`src/design/als_map.svh`:
```
`ifndef ALS_MAP_SVH
`define ALS_MAP_SVH
// ****************************************
// clock and timing figures, in their own units
// ****************************************
`define ALS_CLK_HZ        250000000
`define ALS_POL_FILT_US   200
`define ALS_FREQ_MAX_HZ   72
`define ALS_FREQ_MIN_HZ   42
`define ALS_FREQ_DLY_MS   100
`define ALS_DIP_MS        25
`define ALS_SHUTDOWN_MS   650
`define ALS_HIGH_QUAL_US  300
`define ALS_LOW_QUAL_MS   25
`define ALS_LOCKOUT_MS    500
`define ALS_EDGES_NEEDED  3'h4
// ****************************************
// register offsets, fields and reset values
// ****************************************
`define ALS_CTRL_OFF      8'h00
`define ALS_STATUS_OFF    8'h04
`define ALS_INTERVAL_OFF  8'h08
`define ALS_CTRL_MON_BIT  0
`define ALS_CTRL_RST      1'b1
`define ALS_HIGH_GAIN_SHIFT 2'h2
`define ALS_LOW_GAIN_SHIFT  2'h0
`endif

```
`src/design/als_pkg.sv`:
```
package als_pkg;
   // decisions of the analog line-sense comparators
   typedef struct packed {
      logic above_start;   // line above undervoltage start threshold
      logic below_stop;    // line below undervoltage stop threshold
      logic above_high;    // line above high range threshold
      logic below_low;     // line below low range threshold
   } als_line_cmp_t;

   typedef enum logic [1:0] {
      RANGE_LOW  = 2'b01,
      RANGE_HIGH = 2'b10
   } als_range_t;
endpackage

```
`src/design/als_line_supervisor.sv`:
```
`timescale 1ns/1ns
`include "als_map.svh"
module als_line_supervisor #(
   parameter int unsigned CLK_HZ    = `ALS_CLK_HZ,
   parameter int unsigned POL_CYC   = (CLK_HZ / 1000000) * `ALS_POL_FILT_US,
   parameter int unsigned WIN_MIN   = CLK_HZ / (2 * `ALS_FREQ_MAX_HZ),
   parameter int unsigned WIN_MAX   = CLK_HZ / (2 * `ALS_FREQ_MIN_HZ),
   parameter int unsigned FDLY_CYC  = (CLK_HZ / 1000) * `ALS_FREQ_DLY_MS,
   parameter int unsigned DIP_CYC   = (CLK_HZ / 1000) * `ALS_DIP_MS,
   parameter int unsigned BO_CYC    = (CLK_HZ / 1000) * `ALS_SHUTDOWN_MS,
   parameter int unsigned HIGH_CYC  = (CLK_HZ / 1000000) * `ALS_HIGH_QUAL_US,
   parameter int unsigned LOW_CYC   = (CLK_HZ / 1000) * `ALS_LOW_QUAL_MS,
   parameter int unsigned LOCK_CYC  = (CLK_HZ / 1000) * `ALS_LOCKOUT_MS,
   parameter logic [2:0]  EDGES     = `ALS_EDGES_NEEDED
) (
   // clock and reset
   input  wire logic                  clock,
   input  wire logic                  resetn,
   // analog front end, asynchronous
   input  wire logic                  polarity_raw,
   input  wire als_pkg::als_line_cmp_t line_cmp,
   input  wire logic                  supply_ok,
   // drive and compensator control
   output logic                       fast_leg_enable,
   output logic                       slow_leg_low_drive,
   output logic                       slow_leg_high_drive,
   output logic                       soft_stop,
   output logic                       polarity_filtered,
   output logic                       polarity_detect_en,
   output logic                       line_freq_valid,
   output logic                       freq_fault,
   output logic                       high_line_mode,
   output logic [1:0]                 loop_gain_shift,
   // AHB-Lite slave
   input  wire logic                  hsel,
   input  wire logic [31:0]           haddr,
   input  wire logic [1:0]            htrans,
   input  wire logic                  hwrite,
   input  wire logic [2:0]            hsize,
   input  wire logic [31:0]           hwdata,
   input  wire logic                  hready,
   output logic                       hreadyout,
   output logic                       hresp,
   output logic [31:0]                hrdata
);
   if (WIN_MIN == 0 || WIN_MIN >= WIN_MAX || EDGES == 3'h0 ||
       POL_CYC == 0 || FDLY_CYC == 0 || DIP_CYC == 0 ||
       BO_CYC == 0 || HIGH_CYC == 0 || LOW_CYC == 0) begin : g_chk
      $error("als_line_supervisor: bad timing parameters");
   end

   // ****************************************
   // input synchronisers
   // ****************************************
   logic                    pol_m, pol_s, sup_m, sup_s;
   als_pkg::als_line_cmp_t  cmp_m, cmp_s;
   always_ff @(posedge clock) begin
      if (!resetn) begin
         {pol_m, pol_s, sup_m, sup_s} <= 4'h0;
         {cmp_m, cmp_s}               <= 8'h00;
      end else begin
         {pol_s, pol_m} <= {pol_m, polarity_raw};
         {sup_s, sup_m} <= {sup_m, supply_ok};
         {cmp_s, cmp_m} <= {cmp_m, line_cmp};
      end
   end
   logic        shutdown;
   logic        core_clr;
   logic        mon_en;
   assign core_clr = !resetn || shutdown;

   // ****************************************
   // polarity deglitch
   // ****************************************
   logic [31:0] pol_cnt;
   logic        pol_filt, pol_prev;
   always_ff @(posedge clock) begin
      if (core_clr) begin
         pol_cnt  <= 32'h0;
         pol_filt <= 1'b0;
      end else if (pol_s == pol_filt) begin
         pol_cnt  <= 32'h0;
      end else if (pol_cnt == POL_CYC) begin
         // new level held longer than the qualification time
         pol_filt <= pol_s;
         pol_cnt  <= 32'h0;
      end else begin
         pol_cnt  <= pol_cnt + 32'h1;
      end
   end
   always_ff @(posedge clock) begin
      if (core_clr) pol_prev <= 1'b0;
      else          pol_prev <= pol_filt;
   end
   logic edge_ev, rise_ev;
   assign edge_ev = pol_filt ^ pol_prev;
   assign rise_ev = pol_filt & !pol_prev;

   // ****************************************
   // edge interval measurement
   // ****************************************
   logic [31:0] iv_cnt, last_iv;
   logic        seen_edge;
   logic        in_range, in_win, out_ev;
   // the counter saturates one past the window so a lost line
   // raises exactly one out-of-window event
   always_ff @(posedge clock) begin
      if (core_clr) begin
         iv_cnt    <= 32'h0;
         last_iv   <= 32'h0;
         seen_edge <= 1'b0;
      end else if (edge_ev) begin
         iv_cnt    <= 32'h1;
         last_iv   <= iv_cnt;
         seen_edge <= 1'b1;
      end else if (iv_cnt <= WIN_MAX) begin
         iv_cnt    <= iv_cnt + 32'h1;
      end
   end
   assign in_range = iv_cnt >= WIN_MIN && iv_cnt <= WIN_MAX;
   assign in_win   = edge_ev && seen_edge && (in_range || !mon_en);
   assign out_ev   = mon_en && seen_edge &&
                     (edge_ev ? !in_range : iv_cnt == WIN_MAX);

   // ****************************************
   // valid edge count, frequency fault
   // ****************************************
   logic [2:0]  valid_edge_count;
   logic        slow_off, dly_run, started;
   logic [31:0] dly_cnt;
   logic        start_ev, fault_exit;
   assign fault_exit = in_win && valid_edge_count == EDGES - 3'h1;
   assign start_ev   = rise_ev && in_win &&
                       valid_edge_count >= EDGES - 3'h1;
   always_ff @(posedge clock) begin
      if (core_clr)
         valid_edge_count <= 3'h0;
      else if (out_ev)
         valid_edge_count <= 3'h0;
      else if (in_win && valid_edge_count < EDGES)
         valid_edge_count <= valid_edge_count + 3'h1;
   end
   always_ff @(posedge clock) begin
      if (core_clr) begin
         slow_off   <= 1'b0;
         dly_run    <= 1'b0;
         dly_cnt    <= 32'h0;
         freq_fault <= 1'b0;
      end else if (out_ev) begin
         slow_off <= 1'b1;
         if (!dly_run && !freq_fault) begin
            dly_run <= 1'b1;
            dly_cnt <= 32'h0;
         end
      end else if (in_win && (!freq_fault || fault_exit)) begin
         // a good interval beats a timer expiring in the same cycle
         slow_off   <= 1'b0;
         dly_run    <= 1'b0;
         freq_fault <= 1'b0;
      end else if (dly_run) begin
         if (dly_cnt == FDLY_CYC - 1) begin
            freq_fault <= 1'b1;
            dly_run    <= 1'b0;
         end else begin
            dly_cnt <= dly_cnt + 32'h1;
         end
      end
   end
   always_ff @(posedge clock) begin
      if (core_clr)
         line_freq_valid <= 1'b0;
      else if (out_ev)
         line_freq_valid <= 1'b0;
      else if (start_ev)
         line_freq_valid <= 1'b1;
   end

   // ****************************************
   // undervoltage: dip and shutdown timers
   // ****************************************
   logic        uv_flag;
   logic [31:0] dip_cnt, bo_cnt;
   // not cleared by the shutdown itself: it must see the line return
   always_ff @(posedge clock) begin
      if (!resetn) begin
         uv_flag   <= 1'b1;
         soft_stop <= 1'b0;
         shutdown  <= 1'b0;
         dip_cnt   <= 32'h0;
         bo_cnt    <= 32'h0;
      end else if (cmp_s.above_start) begin
         uv_flag   <= 1'b0;
         soft_stop <= 1'b0;
         shutdown  <= 1'b0;
         dip_cnt   <= 32'h0;
         bo_cnt    <= 32'h0;
      end else if (cmp_s.below_stop) begin
         if (dip_cnt == DIP_CYC - 1) begin
            soft_stop <= 1'b1;
            uv_flag   <= 1'b1;
         end else begin
            dip_cnt <= dip_cnt + 32'h1;
         end
         if (bo_cnt == BO_CYC - 1)
            shutdown <= 1'b1;
         else
            bo_cnt <= bo_cnt + 32'h1;
      end else begin
         dip_cnt <= 32'h0;
         bo_cnt  <= 32'h0;
      end
   end

   // ****************************************
   // startup and drive enables
   // ****************************************
   always_ff @(posedge clock) begin
      if (core_clr)
         started <= 1'b0;
      else if (freq_fault || soft_stop || uv_flag)
         started <= 1'b0;
      else if (start_ev && sup_s)
         started <= 1'b1;
   end
   logic next_fast, next_slow;
   assign next_fast = started && !uv_flag && !soft_stop &&
                      !freq_fault && !shutdown;
   assign next_slow = next_fast && !slow_off;
   always_ff @(posedge clock) begin
      if (!resetn) begin
         {fast_leg_enable, slow_leg_low_drive, slow_leg_high_drive,
          polarity_filtered, polarity_detect_en} <= 5'h00;
      end else begin
         fast_leg_enable     <= next_fast;
         slow_leg_low_drive  <= next_slow && pol_filt;
         slow_leg_high_drive <= next_slow && !pol_filt;
         polarity_filtered   <= pol_filt;
         polarity_detect_en  <= !shutdown;
      end
   end

   // ****************************************
   // line range detection
   // ****************************************
   als_pkg::als_range_t range;
   logic [31:0]         hi_cnt, lo_cnt, lock_cnt;
   always_ff @(posedge clock) begin
      if (core_clr) begin
         range    <= als_pkg::RANGE_LOW;
         hi_cnt   <= 32'h0;
         lo_cnt   <= 32'h0;
         lock_cnt <= 32'h0;
      end else begin
         if (lock_cnt != 32'h0)
            lock_cnt <= lock_cnt - 32'h1;
         unique case (range)
            als_pkg::RANGE_LOW: begin
               lo_cnt <= 32'h0;
               if (!cmp_s.above_high)
                  hi_cnt <= 32'h0;
               else if (hi_cnt == HIGH_CYC && lock_cnt == 32'h0) begin
                  range  <= als_pkg::RANGE_HIGH;
                  hi_cnt <= 32'h0;
               end else if (hi_cnt != HIGH_CYC)
                  hi_cnt <= hi_cnt + 32'h1;
            end
            als_pkg::RANGE_HIGH: begin
               hi_cnt <= 32'h0;
               if (!cmp_s.below_low)
                  lo_cnt <= 32'h0;
               else if (lo_cnt == LOW_CYC) begin
                  range    <= als_pkg::RANGE_LOW;
                  lo_cnt   <= 32'h0;
                  lock_cnt <= LOCK_CYC;
               end else
                  lo_cnt <= lo_cnt + 32'h1;
            end
            default: range <= als_pkg::RANGE_LOW;
         endcase
      end
   end
   always_ff @(posedge clock) begin
      if (!resetn) begin
         high_line_mode  <= 1'b0;
         loop_gain_shift <= `ALS_LOW_GAIN_SHIFT;
      end else begin
         high_line_mode  <= range == als_pkg::RANGE_HIGH;
         // shift of two divides the compensator gain by four
         loop_gain_shift <= range == als_pkg::RANGE_HIGH ?
                            `ALS_HIGH_GAIN_SHIFT :
                            `ALS_LOW_GAIN_SHIFT;
      end
   end

   // ****************************************
   // AHB-Lite register slave, zero wait states
   // ****************************************
   logic       wr_pend;
   logic [7:0] wr_off;
   logic       take;
   assign take      = hsel && hready && htrans[1];
   assign hreadyout = 1'b1;
   assign hresp     = 1'b0;
   always_ff @(posedge clock) begin
      if (!resetn) begin
         wr_pend <= 1'b0;
         wr_off  <= 8'h00;
         hrdata  <= 32'h0;
         mon_en  <= `ALS_CTRL_RST;
      end else begin
         wr_pend <= take && hwrite;
         wr_off  <= haddr[7:0];
         if (wr_pend && wr_off == `ALS_CTRL_OFF)
            mon_en <= hwdata[`ALS_CTRL_MON_BIT];
         if (take && !hwrite) begin
            unique case (haddr[7:0])
               `ALS_CTRL_OFF:     hrdata <= {31'h0, mon_en};
               `ALS_STATUS_OFF:   hrdata <= {21'h0, valid_edge_count,
                  high_line_mode, shutdown, soft_stop, uv_flag,
                  freq_fault, line_freq_valid, started, pol_filt};
               `ALS_INTERVAL_OFF: hrdata <= last_iv;
               default:           hrdata <= 32'h0;
            endcase
         end
      end
   end
endmodule // als_line_supervisor

```
`config.mk`:
```
export PLATFORM = sky130hd
export DESIGN_NAME = als_line_supervisor
export DESIGN_NICKNAME = d
export VERILOG_FILES = /design/src/design/als_pkg.sv /design/src/design/als_line_supervisor.sv
export VERILOG_INCLUDE_DIRS = /design/src /design/src/design
export SDC_FILE = /design/constraint.sdc
export NUM_CORES = 1
export LEC_CHECK = 0
export BUFFER_PORTS_ARGS = -buffer_cell sky130_fd_sc_hd__buf_2
export CAP_MARGIN = 20
export CORE_MARGIN = 5
export CORE_UTILIZATION = 35
export CTS_CLUSTER_DIAMETER = 150
export DETAILED_ROUTE_END_ITERATION = 16
export PLACE_DENSITY = 0.57
export SYNTH_ARGS = -nofsm -noshare
export SYNTH_HDL_FRONTEND = slang
export SYNTH_SLANG_ARGS = --single-unit
```
`constraint.sdc`:
```
create_clock -name clock -period 3.8 [get_ports clock]
set_input_delay 0.19 -clock clock [delete_from_list [all_inputs] [get_ports clock]]
set_output_delay 0.19 -clock clock [all_outputs]
set_load 0.005 [all_outputs]
```
==> results.toml <==
[critical_path]
critPathTopFamily = "simple AND/OR/NAND/NOR gates"
reg2reg_to = "dly_cnt[26]"
worstSetupStartpointType = "flop"
max_stage_delay_ns = 0.51
worstPathMaxFanout = 22
endpoint_kind = "flop"
r2r_cells = 9
ff2ff_setup_slack_ns = 0.57
required_ns = 4.30
crit_type = "flop to flop"
cp.arrival_ns = 3.73
crit_top_cell = "or4_1"
cp-startpoint = "iv_cnt[2]"
cp_slowest_cell = "or4_1"
crit_buf_inv = 1
cp-endpoint = "dly_cnt[26]"
rr_startpoint = "iv_cnt[2]"
path_cells = "nand4_2 -> nand3b_1 -> or4_1 -> o21ai_2 -> a31o_2 -> a32oi_4 -> buf_4 -> or4_1 -> a21oi_1"
worstSetupPathDepth = 9

[final_layout]
stdcell_count = 2478
final_nets = 1953
post-route-util_pct = 41.0
n_antenna_cell = 0
drive_above_1_share_pct = 9.65
finalInstanceArea_sq_mm = 0.0182
fill_cells = 4389
synthToLayoutAreaGrowth_pct = 15.5

[drt]
ant_nets = 0
drc = 0
avgViaCountPerCell = 5.00
wl_per_cell_microns = 13.9
drt_iter0_drc = 721
routed_wirelength_microns = 34400
drtPass1Iterations = 5
vias = 12400

[floorplanning]
initial_utilization_pct = 35.5
dieWidth_microns = 222
coreArea_sq_mm = 0.0444
fp.dieH_microns = 222
io_pins = 125
fp-row-count = 77
dieArea_sq_mm = 0.0494

[grt]
grt_max_degree = 65
track_usage_pct = 13.5
grt_pass1_wl_microns = 58000
overflow = 0
grt_pass1_vias = 11700
antenna_found_initial = 1

[synthesis]
synth_top_area_share_pct = 46.2
synth_enable_flop_cells = 0
async_flop_share_pct = 0
synth_ff_type = "dfxtp_1"
ys_top_cells_by_area = "dfxtp_1 46%, xor2_1 6.7%, nor2_1 6.6%, xnor2_1 3.6%, nand2_1 3.3%"
ys_ff_latch = 364
ys_types = 72
synth_commonest_cells = "364 x dfxtp_1, 277 x nor2_1, 137 x nand2_1, 120 x xor2_1, 97 x nand3_1"
syn_inst = 1793
avgSynthCellArea_sq_um = 8.80
yosys.area.top_type = "dfxtp_1"
netlist_area_sq_mm = 0.0158
yosysWarnings = 0
synthMostInstantiatedCell = "dfxtp_1"
synth.yosys.seq_area_share_pct = 46.2

[sta]
worst_pin_slew_ns = 0.930
setup_ws_ns = 0.570
finalCritPeriodShare_pct = 85.0
maxSlewViolCount = 0
max_freq_ghz = 0.310
hold_viol = 0
setup_tns_ns = 0
layout_min_cycle_time_ns = 3.23
rsz0062_at_grt = "no"
timing.hold.ws_ns = 0.135
slew_headroom_pct = 37.9
skew_ns = 0.0274
final-setup-viol-count = 0

[placement]
gp_congestion = 0.784
dp.cells = 2387
numPortBuffers = 62
place_area_sq_mm = 0.0166
hpwl_microns = 23400
dp_slack_ns = 0.579

[pwr]
ir_drop_v = 0.000472
leakage_nw = 6.66
total_power_mw = 9.42
pwr_density_cell_mw_per_mm2 = 517

[worst_hold_path]
hp-class = "input pin to flop"

[cts]
root_buffer = "clkbuf_16"
numCtsBuffers = 41
tritoncts = "yes"
cts.sinks = 364
htreeDepth = 2
clk_latency_ns = 0.57
cts-resized-gates = 0
cts_buffer_depth = 3
clk_pin_slew_ns = 0.06

[outcome]
status = "complete, no violations"

[run]
maxCapViolations = 0
[repair_timing]
item | in CTS | in global routing
hold buffers | 17 | 0
hold endpoints to repair | 16 | 0
setup buffers | 0 | 0
[where the power goes]
part           leakage (nW)  total, mW  internal [mW]  switching (mW)
logic                  3.02       1.14          0.527           0.612
clock network         0.697       4.13           2.50            1.63
registers              2.94       4.15           4.00           0.157
total                  6.66       9.42           7.03            2.40
[state kept, by name, summed over array words and instances, names as in the netlist, 2 cells and up]
register	flops
dly_cnt	32
iv_cnt	32
cmp_m	4
wr_off	8
hi_cnt	32
dip_cnt	32
valid_edge_count	3
last_iv	32
lock_cnt	32
pol_cnt	32
hrdata	32
cmp_s	4
lo_cnt	32
range	2
bo_cnt	32
[final cells by class]
type	instances	area (sq um)	share of cell area (%)
Multi-Input combinational cell	1314	8010	43.9
Sequential cell	364	7290	40.0
Clock buffer	50	1110	6.09
Tap cell	592	741	4.06
Timing Repair Buffer	100	638	3.50
Clock inverter	24	312	1.71
Inverter	34	128	0.700
[cell families after synthesis]
group | Yosys count | synth area share, %
compound gates | 195 | 8.00
xor+xnor | 185 | 10.3
fa+ha+maj | 18 | 1.43
buf+inv | 116 | 3.20
flops | 364 | 46.2
mux | 40 | 2.54
other cells | 2 | 0.0476
simple gates | 873 | 28.3
[per-layer routing]
metal / GRT usage [%] / vias to the layer above / wire length (microns)
met5: 0 / - / 12
met4: 3.72 / 2 / 586
met3: 2.97 / 46 / 1460
met2: 21.3 / 151 / 15300
met1: 18.7 / 5854 / 17000
li1: - / 6349 / -
[worst min path at each step]
stage	slack, ns	start	end	cells after the start
after floorplan	0.31	haddr[0]	wr_off[0]	1
after global placement	0.40	haddr[6]	wr_off[6]	2
after detailed placement	0.40	haddr[4]	wr_off[4]	2
after CTS	0.1	resetn	polarity_detect_en	4
after global routing	0.14	resetn	polarity_detect_en	4
final	0.14	resetn	polarity_detect_en	4
[tightest hold or removal path, stage by stage]
cell      delay (ns)
buf_2           0.11
nand2b_2        0.06
inv_1           0.03
buf_4           0.21
[layout by cell type (no fill, tap or decap), drive strengths merged, types with 7 or more instances in the layout]
cell,synthesis,final
a21oi,64,64
a22oi,32,32
and2,45,45
and3,52,52
buf,30,83
clkbuf,52,50
clkinv,0,13
dfxtp,364,364
dlygate4sd3,0,17
ha,18,18
inv,34,36
mux2i,40,40
nand2,137,137
nand2b,7,7
nand3,99,99
nand4,43,43
nor2,277,277
nor2b,33,33
nor3,30,30
nor4,37,37
nor4b,10,10
o211ai,12,12
o21ai,52,52
o31ai,8,8
or3,40,40
or4,28,28
xnor2,65,65
xor2,120,120
No activity file was read; power rests on OpenSTA's default activity.
